--- src/rtl/fss_pkg.sv ---
// Functional notes
// - Summary byte command answers one byte.
// - Summary word command answers two bytes.
// - Word low byte is the byte storage.
// - Summary bits other than 7, 6 and 11 follow detail registers only.
// - Bit 7 flags a busy-declared fault.
// - Writing 80h or 0080h clears busy.
// - Writing 0180h clears busy and unknown-command.
// - Bit 6 live: not converting power.
// - Bit 5: output overvoltage fault occurred.
// - Bit 4: output overcurrent fault occurred.
// - Bit 3: input undervoltage fault occurred.
// - Bit 2: any temperature fault or warning.
// - Bit 1: communication, memory or logic fault.
// - Bit 0: fault not covered by byte.
// - Bit 15: any output-voltage detail fault.
// - Bit 14: any output-current detail fault.
// - Bit 13: any input detail fault.
// - Bit 12: any vendor detail fault.
// - Bit 11 live copy of power-good pin.
// - Bit 9: miscellaneous detail fault occurred.
// - Bits 10 and 8 read zero.
// - Every alert-capable bit has a mask bit.
// - Detail clears make summary bits fall.
package fss_pkg;
    localparam logic [7:0]  CMD_SUMMARY_BYTE  = 8'h78;
    localparam logic [7:0]  CMD_SUMMARY_WORD  = 8'h79;
    localparam logic [7:0]  CMD_ALERT_MASK    = 8'h1b;
    localparam logic [15:0] CLR_BUSY_BYTE     = 16'h0080;
    localparam logic [15:0] CLR_BUSY_WORD     = 16'h0080;
    localparam logic [15:0] CLR_BUSY_UNKNOWN  = 16'h0180;
    localparam int          BIT_BUSY          = 7;
    localparam int          BIT_OFF           = 6;
    localparam int          BIT_OUT_OV        = 5;
    localparam int          BIT_OUT_OC        = 4;
    localparam int          BIT_IN_UV         = 3;
    localparam int          BIT_TEMP          = 2;
    localparam int          BIT_CML           = 1;
    localparam int          BIT_UNLISTED      = 0;
    localparam int          BIT_OUTPUT_VOLTAGE_GROUP_SUMMARY_GRP      = 15;
    localparam int          BIT_OUTPUT_CURRENT_GROUP_SUMMARY_GRP      = 14;
    localparam int          BIT_INPUT_GRP     = 13;
    localparam int          BIT_VENDOR        = 12;
    localparam int          BIT_POWER_GOOD_LIVE         = 11;
    localparam int          BIT_OTHER         = 9;
    localparam int          DET_OV_FAULT_POS  = 7;
    localparam int          DET_OC_FAULT_POS  = 7;
    localparam int          DET_IN_UV_POS     = 4;
    localparam logic [15:0] SUMMARY_RESET     = 16'h0000;
    localparam logic [15:0] MASK_RESET        = 16'h0000;
    localparam logic [15:0] UNSUPPORTED_BITS  = 16'h0500;
    localparam logic [15:0] LIVE_BITS         = 16'h0840;
    localparam int          PG_SYNC_STAGES    = 3;
endpackage

--- src/rtl/fss_detail_if.sv ---
`timescale 1ns/10ps
interface fss_detail_if;
    logic [7:0]  output_voltage_group_summary_det;
    logic [7:0]  output_current_group_summary_det;
    logic [7:0]  input_det;
    logic [7:0]  temp_det;
    logic [7:0]  cml_det;
    logic [7:0]  other_det;
    logic [7:0]  vendor_det;
    logic        off_live;
    logic        pg_live;
    logic [15:0] word_calc;
    modport src  (output output_voltage_group_summary_det, output_current_group_summary_det, input_det, temp_det, cml_det, other_det,
                  vendor_det, off_live, pg_live, input word_calc);
    modport calc (input output_voltage_group_summary_det, output_current_group_summary_det, input_det, temp_det, cml_det, other_det,
                  vendor_det, off_live, pg_live, output word_calc);
endinterface

--- src/rtl/fss_summary.sv ---
`timescale 1ns/10ps
module fss_summary
    import fss_pkg::*;
(
    // Detail sources and summary result
    fss_detail_if.calc det
);
    function automatic logic any_set(input logic [7:0] v);
        any_set = |v;
    endfunction

    logic [7:0] output_voltage_group_summary_rest;
    logic [7:0] output_current_group_summary_rest;
    logic [7:0] input_rest;

    always_comb begin
        output_voltage_group_summary_rest                  = det.output_voltage_group_summary_det;
        output_current_group_summary_rest                  = det.output_current_group_summary_det;
        input_rest                 = det.input_det;
        output_voltage_group_summary_rest[DET_OV_FAULT_POS] = 1'b0;
        output_current_group_summary_rest[DET_OC_FAULT_POS] = 1'b0;
        input_rest[DET_IN_UV_POS]   = 1'b0;
    end

    always_comb begin
        det.word_calc                = SUMMARY_RESET;
        det.word_calc[BIT_OFF]       = det.off_live;
        det.word_calc[BIT_OUT_OV]    = det.output_voltage_group_summary_det[DET_OV_FAULT_POS];
        det.word_calc[BIT_OUT_OC]    = det.output_current_group_summary_det[DET_OC_FAULT_POS];
        det.word_calc[BIT_IN_UV]     = det.input_det[DET_IN_UV_POS];
        det.word_calc[BIT_TEMP]      = any_set(det.temp_det);
        det.word_calc[BIT_CML]       = any_set(det.cml_det);
        det.word_calc[BIT_UNLISTED]  = any_set(output_voltage_group_summary_rest) | any_set(output_current_group_summary_rest)
                                     | any_set(input_rest) | any_set(det.vendor_det)
                                     | any_set(det.other_det);
        det.word_calc[BIT_OUTPUT_VOLTAGE_GROUP_SUMMARY_GRP]  = any_set(det.output_voltage_group_summary_det);
        det.word_calc[BIT_OUTPUT_CURRENT_GROUP_SUMMARY_GRP]  = any_set(det.output_current_group_summary_det);
        det.word_calc[BIT_INPUT_GRP] = any_set(det.input_det);
        det.word_calc[BIT_VENDOR]    = any_set(det.vendor_det);
        det.word_calc[BIT_POWER_GOOD_LIVE]     = det.pg_live;
        det.word_calc[BIT_OTHER]     = any_set(det.other_det);
    end
endmodule

--- src/rtl/fss_top.sv ---
`timescale 1ns/10ps
module fss_top
    import fss_pkg::*;
#(
    parameter int SYNC_STAGES = PG_SYNC_STAGES
)
(
    // Clock and reset
    input  wire logic        clk,
    input  wire logic        rst,
    // Command port from the transaction decoder
    input  wire logic        cmd_wr,
    input  wire logic        cmd_rd,
    input  wire logic [7:0]  cmd_code,
    input  wire logic        cmd_is_word,
    input  wire logic [15:0] cmd_wdata,
    // Read answer
    output logic             rd_valid,
    output logic             rd_miss,
    output logic [15:0]      rd_data,
    // Detail register contents
    input  wire logic [7:0]  output_voltage_group_summary_detail,
    input  wire logic [7:0]  output_current_group_summary_detail,
    input  wire logic [7:0]  input_detail,
    input  wire logic [7:0]  temp_detail,
    input  wire logic [7:0]  cml_detail,
    input  wire logic [7:0]  other_detail,
    input  wire logic [7:0]  vendor_detail,
    // Live conditions and events
    input  wire logic        not_converting,
    input  wire logic        power_good_live_pin,
    input  wire logic        busy_event,
    // Outputs to the rest of the device
    output logic [15:0]      summary_word,
    output logic             unknown_clear,
    output logic             alert_n
);
    // Elaboration check: the pin filter is built for exactly three stages
    if (SYNC_STAGES != 3) begin : g_bad_sync
        $error("SYNC_STAGES must be 3");
    end

    ////////////////////////////////////////////////////////////////////////////////
    // Power-good pin synchroniser

    logic       pg_meta_reg;
    logic       pg_s2_reg;
    logic       pg_s3_reg;
    logic       pg_state_reg;

    always_ff @(posedge clk or posedge rst) begin
        if (rst) begin
            pg_meta_reg <= 1'b0;
            pg_s2_reg   <= 1'b0;
            pg_s3_reg   <= 1'b0;
        end else begin
            pg_meta_reg <= power_good_live_pin;
            pg_s2_reg   <= pg_meta_reg;
            pg_s3_reg   <= pg_s2_reg;
        end
    end

    always_ff @(posedge clk or posedge rst) begin
        if (rst) begin
            pg_state_reg <= 1'b0;
        end else if (pg_s2_reg == pg_s3_reg) begin
            pg_state_reg <= pg_s3_reg;
        end
    end

    ////////////////////////////////////////////////////////////////////////////////
    // Summary decode

    fss_detail_if det_if ();

    assign det_if.output_voltage_group_summary_det   = output_voltage_group_summary_detail;
    assign det_if.output_current_group_summary_det   = output_current_group_summary_detail;
    assign det_if.input_det  = input_detail;
    assign det_if.temp_det   = temp_detail;
    assign det_if.cml_det    = cml_detail;
    assign det_if.other_det  = other_detail;
    assign det_if.vendor_det = vendor_detail;
    assign det_if.off_live   = not_converting;
    assign det_if.pg_live    = pg_state_reg;

    fss_summary u_summary (
        .det (det_if.calc)
    );

    ////////////////////////////////////////////////////////////////////////////////
    // Write decode

    logic        wr_byte_hit;
    logic        wr_word_hit;
    logic        busy_clear;
    logic        unknown_clear_next;
    logic        mask_write;

    always_comb begin
        wr_byte_hit        = cmd_wr && !cmd_is_word && (cmd_code == CMD_SUMMARY_BYTE);
        wr_word_hit        = cmd_wr && cmd_is_word && (cmd_code == CMD_SUMMARY_WORD);
        busy_clear         = (wr_byte_hit && cmd_wdata[7:0] == CLR_BUSY_BYTE[7:0])
                           || (wr_word_hit && cmd_wdata == CLR_BUSY_WORD)
                           || (wr_word_hit && cmd_wdata == CLR_BUSY_UNKNOWN);
        unknown_clear_next = wr_word_hit && (cmd_wdata == CLR_BUSY_UNKNOWN);
        mask_write         = cmd_wr && cmd_is_word && (cmd_code == CMD_ALERT_MASK);
    end

    ////////////////////////////////////////////////////////////////////////////////
    // Summary storage; low byte is the byte register itself

    logic [15:0] word_reg;
    logic [15:0] word_next;
    logic        busy_next;

    always_comb begin
        if (busy_event) begin
            busy_next = 1'b1;
        end else if (busy_clear) begin
            busy_next = 1'b0;
        end else begin
            busy_next = word_reg[BIT_BUSY];
        end
        word_next           = det_if.word_calc & ~UNSUPPORTED_BITS;
        word_next[BIT_BUSY] = busy_next;
    end

    always_ff @(posedge clk or posedge rst) begin
        if (rst) begin
            word_reg <= SUMMARY_RESET;
        end else begin
            word_reg <= word_next;
        end
    end

    always_ff @(posedge clk or posedge rst) begin
        if (rst) begin
            unknown_clear <= 1'b0;
        end else begin
            unknown_clear <= unknown_clear_next;
        end
    end

    ////////////////////////////////////////////////////////////////////////////////
    // Alert mask and alert output

    logic [15:0] mask_reg;

    always_ff @(posedge clk or posedge rst) begin
        if (rst) begin
            mask_reg <= MASK_RESET;
        end else if (mask_write) begin
            mask_reg <= cmd_wdata & ~UNSUPPORTED_BITS & ~LIVE_BITS;
        end
    end

    always_ff @(posedge clk or posedge rst) begin
        if (rst) begin
            alert_n <= 1'b1;
        end else begin
            alert_n <= ~|(word_next & ~mask_reg & ~LIVE_BITS);
        end
    end

    assign summary_word = word_reg;

    ////////////////////////////////////////////////////////////////////////////////
    // Read answer

    always_ff @(posedge clk or posedge rst) begin
        if (rst) begin
            rd_valid <= 1'b0;
            rd_miss  <= 1'b0;
            rd_data  <= 16'h0000;
        end else begin
            rd_valid <= cmd_rd;
            rd_miss  <= 1'b0;
            rd_data  <= 16'h0000;
            if (cmd_rd) begin
                if (!cmd_is_word && cmd_code == CMD_SUMMARY_BYTE) begin
                    rd_data <= {8'h00, word_reg[7:0]};
                end else if (cmd_is_word && cmd_code == CMD_SUMMARY_WORD) begin
                    rd_data <= word_reg;
                end else if (cmd_is_word && cmd_code == CMD_ALERT_MASK) begin
                    rd_data <= mask_reg;
                end else begin
                    rd_miss <= 1'b1;
                end
            end
        end
    end
endmodule

--- config.mk ---
export PLATFORM = sky130hd
export DESIGN_NAME = fss_top
export DESIGN_NICKNAME = d
export VERILOG_FILES = /design/src/rtl/fss_pkg.sv /design/src/rtl/fss_detail_if.sv /design/src/rtl/fss_summary.sv /design/src/rtl/fss_top.sv
export SDC_FILE = /design/constraint.sdc
export NUM_CORES = 1
export LEC_CHECK = 0
export CORE_AREA = 2 2 74 76
export DETAILED_ROUTE_END_ITERATION = 16
export DIE_AREA = 0 0 76 78
export DONT_BUFFER_PORTS = 1
export MAX_ROUTING_LAYER = met4
export PLACE_DENSITY = 0.5
export SYNTH_ARGS = -nofsm -noshare
export SYNTH_HDL_FRONTEND = slang
export SYNTH_SLANG_ARGS = --single-unit
--- constraint.sdc ---
create_clock -name clk -period 2.4 [get_ports clk]
set_input_delay 0.12 -clock clk [delete_from_list [all_inputs] [get_ports clk]]
set_output_delay 0.12 -clock clk [all_outputs]
set_load 0.05 [all_outputs]
==> metrics, run 1 <==
Syn Std Cell Area=2000 sq um; Max Slew Vio Count=0; grt total ovfl=0; slew margin rel.=35.7%; Logic pwr share=6.9%; power density cells=610 nW/um^2; drt total wl=5.49 mm; Post-DP Area=2070 sq um; ANT cells=0; syn avg cell area=12.3 sq um; Longest Clk Path Bufs=2; ys flop type=dfrtp_1; arrival time at the worst endpoint=2.23 ns; Clk pwr share=37.8%; vias in the first global route=1659; maximum number of pins on one net before global-route repair=49; Critical Path Start Type=input pin; endpoint class of the critical path=register; port buffer count=0; ports placed on the boundary=124; design area=2560 sq um; crit-path most repeated cell=dlygate4sd3_1; Reg clk slew, reported paths=0.09 ns; minimum clock period=2.04 ns; Via Count=1534; Slew @ Worst Pin=0.963 ns; CTS buffer count=5; register bit total from synthesis=48; Yosys cell types=39; Vias/cell=5.56; crit-path cells=dlygate4sd3_1 -> nor4_1 -> dlygate4sd3_1 -> nand2_1 -> dlygate4sd3_1; number of DRC markers in iteration 0=72; Switch Pwr=372 uW; Max IR drop VDD=0.000246 V; Sw Ratio=23.8%; final RePlAce weighted congestion=0.763; clk_skew=0.00364 ns; wire per inst=19.9 microns; number of detailed-route iterations in the first pass=4; gr busiest metal=met2; GR Util met2=33.8%; share of layout cells above drive strength 1=14.1%; asr flop ratio synth=100%; number of flops mapped to enable cells by yosys=0; Final Setup Violations=0; Max-Cap Viols=0; unrepaired setup endpoints after global routing=no; P_leak=1.03 nW; width of the die=76 microns; Power Internal=1.19 mW; num rows=26; CP max stage delay=0.63 ns; Clk Latency, worst-skew pair=0.30 ns; CTS tree=done; clock root buffer=clkbuf_8; outcome=complete, no violations; CTS sink cnt=48; f_max=0.490 GHz; part of the power in registers=55.3%; Post-Syn Instances=162; DRC violations left=0; CP Class=input pin to register; effective utilization at floorplan=39.6%; Req. time, crit path=2.59 ns; Die Y=78 microns; met3 GRT Util=5.12%; die area=5930 sq um; H-tree depth=2; worst hold-check path type=input pin to register; area delta synth->final=28.4%; Routed Antenna Nets=0; Final HPWL DP=3.87 mm; total core area=5040 sq um; antenna violations before repair=0; Crit Path Max Fanout=3; nets=293; CP max stage cell=dlygate4sd3_1; first-pass GRT wire length=8.52 mm; period utilization=85.0%; GRT met1 Usage=21.6%; synth warn=0; Final Hold Vio Count=0; setup tns final=0 ns; total track usage=19.3%; Seq/Total Area, Yosys=60.3%
[kinds of logic (layout without fill, tap and decap cells)]
logic type / after synthesis / after routing / synth area share [%]
AOI/OAI and AO/OA: 25 / 25 / 9.66
DFF: 48 / 48 / 60.3
buffers and inverters: 13 / 54 / 3.26
other: 1 / 4 / 0.188
and+or+nand+nor: 61 / 61 / 18.9
adders and majority gates: 1 / 1 / 0.502
xor gates and xnor gates: 1 / 1 / 0.439
muxes: 12 / 12 / 6.77
[power groups by stage]
| stage | Sequential (mW) | Combinational [mW] | Clock (mW) |
|---|---|---|---|
| after detailed placement | 0.880 | 0.0641 | 0 |
| final | 0.864 | 0.108 | 0.591 |
| after global placement | 0.880 | 0.0634 | 0 |
| after CTS | 0.864 | 0.109 | 0.606 |
| after global routing | 0.866 | 0.119 | 0.642 |
| after floorplan | 0.876 | 0.0608 | 0 |
[metal layers]
metal / vias up / part of all wire, %
met5: - / 0
met1: 777 / 37
met4: 0 / 1.1
met3: 6 / 7.1
li1: 680 / -
met2: 71 / 55
[path summary, 6_finish.rpt]
path	start	cells after the start	to	slack [ns]
max in group asynchronous	rst	2	summary_word[13]	1.31
min in group asynchronous	rst	2	rd_data[1]	0.50
worst min-delay path	output_current_group_summary_detail[3]	2	summary_word[0]	0.01
worst max-delay path	output_current_group_summary_detail[6]	5	summary_word[14]	0.36
worst min register to register	pg_meta_reg	0	pg_s2_reg	0.36
worst max register to register	mask_reg[4]	4	alert_n	1.06
[Yosys cell counts, types with 2 or more instances]
cell type,count,area (sq um)
nor4_1,13,81.3
or4_1,5,37.5
and3_1,2,12.5
nor2_1,6,22.5
nor4b_1,3,26.3
mux2_2,12,135
clkbuf_1,2,7.51
buf_4,4,30.0
nand2b_1,2,12.5
nor3_1,3,15.0
inv_1,6,22.5
nand3b_1,2,15.0
dfrtp_1,47,1180
nor2b_1,7,43.8
a2111oi_0,2,17.5
nand2_1,7,26.3
a21oi_1,5,25.0
a22oi_1,12,90.1
or2_2,2,12.5
[layout make-up]
| cell class | count | area (sq um) |
|---|---|---|
| multi-input cells | 104 | 739 |
| repair buffers | 40 | 395 |
| well taps | 70 | 87.6 |
| fillers | 472 | 2480 |
| clock inverters | 3 | 46.3 |
| inverters | 6 | 22.5 |
| clock buffers | 5 | 68.8 |
| flip-flops and latches | 48 | 1200 |
[through the flow]
step                      std cells  setup slack, ns  hold WS (ns)  power (mW)  util, %
after floorplan                 165            0.752         0.151       0.937        -
after global placement          230            0.619         0.151       0.943     41.0
after detailed placement        230            0.583         0.151       0.944     41.0
after CTS                       276            0.420       0.00152        1.58     50.8
after global routing            276            0.221       0.00389        1.63     50.8
final                           276            0.360        0.0111        1.56     50.8
[worst max-delay path: cells and delay by family]
family	cells	cell delay, ns
simple gates	2	0.39
buf+inv	3	1.72
[cell usage in the layout (no fill, tap or decap), types with 4 or more instances in the layout]
cell / synthesis / final
or4_1: 5 / 5
clkbuf_8: 0 / 5
a21oi_1: 5 / 5
conb_1: 1 / 4
mux2_2: 12 / 12
nor2_1: 6 / 6
a22oi_1: 12 / 12
nor4_1: 13 / 13
dfrtp_1: 47 / 47
inv_1: 6 / 5
nand2_1: 7 / 7
dlygate4sd3_1: 0 / 38
nor2b_1: 7 / 7
[repair_timing]
item | 4_1_cts | 5_1_grt
hold endpoints to repair | 83 | 0
buffers inserted | 0 | 0
resized for setup | 0 | 0
hold buffers | 38 | 0
No activity file was read; power rests on OpenSTA's default activity.
==> inputs of run 2 (changes only) <==
--- a/config.mk
+++ b/config.mk
@@ -10,7 +10,7 @@
 export DIE_AREA = 0 0 76 78
 export DONT_BUFFER_PORTS = 1
 export MAX_ROUTING_LAYER = met4
-export PLACE_DENSITY = 0.5
+export PLACE_DENSITY = 0.52
 export SYNTH_ARGS = -nofsm -noshare
 export SYNTH_HDL_FRONTEND = slang
 export SYNTH_SLANG_ARGS = --single-unit
==> constraint.sdc (replaced) <==
create_clock -name clk -period 1.65 [get_ports clk]
set_input_delay 0.0825 -clock clk [delete_from_list [all_inputs] [get_ports clk]]
set_output_delay 0.0825 -clock clk [all_outputs]
set_load 0.05 [all_outputs]
==> run 2 against run 1 <==
  * Global-route usage increased by 0.88 points
  * Cell count grew 6.2%
  * Design area grew 6.0%
  * Clock skew rose by 0.0026 ns
  * Sequential power up 46%
  * Non-clock buffer count up 17
  * Clock power rose by 19%
  * Utilization grew 3.0 points
  * Count of clock-buffer cells in the layout up 1
  * Die area is the same
  * Sequential cell count did not move
  * Hold slack gained 0.017 ns
  * Critical path type unchanged
  * Critical endpoint is now alert_n
  * Largest cell class unchanged
  * Highest routed layer unchanged
==> metrics, run 2 (synthesis results as in run 1) <==
width of the die=76 microns; R2R Path End=alert_n; Slew @ Worst Pin=0.542 ns; ANT cells=0; Reg2Reg Launch Point=mask_reg[4]; first-pass GRT wire length=8.78 mm; Final Worst Setup Slack=0.0758 ns; post-route non-filler standard cell count=293; P_leak=1.12 nW; period utilization=95.4%; Final Hold Vio Count=0; CTS sink cnt=48; Placed Cells incl. Taps=236; Min Hold Slack=0.0277 ns; CP Class=input pin to register; effective utilization at floorplan=39.6%; hold path cells=2; kind of cell adding the most delay to the critical path=compound AO/OA/AOI/OAI gates; most common cell after layout, fill and taps aside=dlygate4sd3_1; Final HPWL DP=4.12 mm; Longest Clk Path Bufs=2; Post-Place Setup Slack=-0.108 ns; Layout Utilization=53.8%; WP buf/inv=1; CTS buffer count=5; port buffer count=0; nets=310; final RePlAce weighted congestion=0.773; die area=5930 sq um; Critical Path Start Type=input pin; outcome=complete, no violations; CTS tree=done; area delta synth->final=36.0%; share of layout cells above drive strength 1=17.0%; Post-CTS Setup Bufs=0; clk_skew=0.00624 ns; crit-path cells=dlygate4sd3_1 -> nor4_1 -> a21oi_1 -> a2111oi_0 -> o2111a_1; clock root buffer=clkbuf_8; vias in the first global route=1714; Max IR drop VDD=0.000362 V; number of detailed-route iterations in the first pass=4; total track usage=20.2%; CP max stage cell=dlygate4sd3_1; minimum clock period=1.57 ns; Post-DP Area=2110 sq um; Hold Path Origin=vendor_detail[2]; arrival time at the worst endpoint=1.81 ns; R2R depth=4; f_max=0.635 GHz; Vias/cell=5.41; num rows=26; leading cell types in the layout, fill and taps excluded=49 x dlygate4sd3_1, 47 x dfrtp_1, 12 x mux2_2, 12 x a22oi_1, 12 x nor4_1; worst hold-check path type=input pin to register; maximum number of pins on one net before global-route repair=25; grt total ovfl=0; R2R setup slack=0.31 ns; Via Count=1586; CP Depth=5; hold endpoint=summary_word[12]; Reg clk slew, reported paths=0.08 ns; DRC violations left=0; fill count=450; endpoint class of the critical path=register; CP max stage delay=0.54 ns; Final Setup Violations=0; wire per inst=19.3 microns; ports placed on the boundary=124; Die Y=78 microns; drt total wl=5.66 mm; Routed Antenna Nets=0; total core area=5040 sq um; Crit Path Max Fanout=3; antenna violations before repair=0; power density cells=794 nW/um^2; H-tree depth=2; Max-Cap Viols=0; number of DRC markers in iteration 0=44; slew margin rel.=63.9%; unrepaired setup endpoints after global routing=no; Req. time, crit path=1.89 ns; design area=2720 sq um; Max Slew Vio Count=0; Clk Latency, worst-skew pair=0.30 ns
## run 2: cell count changes in the layout (fill, tap and decap cells not counted), sizes merged
cell and delta:
dlygate4sd3 +11, buf +6, clkinv +2, bufinv -1
clkbuf +1, clkinvlp -1, inv -1
## run 2: repair_timing
action,4_1_cts,5_1_grt
hold endpoints to repair,57,0
gates resized for setup,0,4
endpoints found under the setup margin,0,1
hold buffers,49,0
## run 2: routing by layer
layer / part of all wire (%) / up-vias / wire length, microns / GRT usage, %
met5: 0 / - / 0 / -
met4: 1.3 / 0 / 76 / 6.00
met3: 8.3 / 6 / 469 / 6.74
met2: 53 / 83 / 3020 / 35.7
met1: 37 / 779 / 2100 / 21.6
li1: - / 718 / - / -
## run 2: report_power, final
group	total, mW	internal, mW	leakage [nW]	switching, mW
logic	0.194	0.103	0.478	0.0911
clock network	0.704	0.335	0.0510	0.370
registers	1.26	1.20	0.594	0.0568
total	2.15	1.64	1.12	0.518
## run 2: worst max path at each step
stage,start,end
after detailed placement,cmd_wdata[0],alert_n
after global placement,cmd_wdata[0],alert_n
after floorplan,cmd_wdata[0],alert_n
after global routing,output_voltage_group_summary_detail[0],alert_n
after CTS,input_detail[6],alert_n
final,input_detail[6],alert_n
## run 2: through the flow
stage / setup TNS (ns) / power [mW]
6_report: 0 / 2.15
2_1_floorplan: 0 / 1.36
4_1_cts: 0 / 2.19
5_1_grt: 0 / 2.27
3_5_place_dp: -0.132 / 1.38
3_3_place_gp: -0.0695 / 1.38
## run 2: cell type report
| class | instances | area [sq um] | area share [%] |
|---|---|---|---|
| Timing Repair Buffer | 57 | 551 | 20.3 |
| Sequential cell | 48 | 1200 | 44.3 |
| Inverter | 6 | 22.5 | 0.829 |
| Tap cell | 70 | 87.6 | 3.23 |
| Clock inverter | 2 | 10.0 | 0.369 |
| Clock buffer | 6 | 82.6 | 3.04 |
| Multi-Input combinational cell | 104 | 759 | 28.0 |
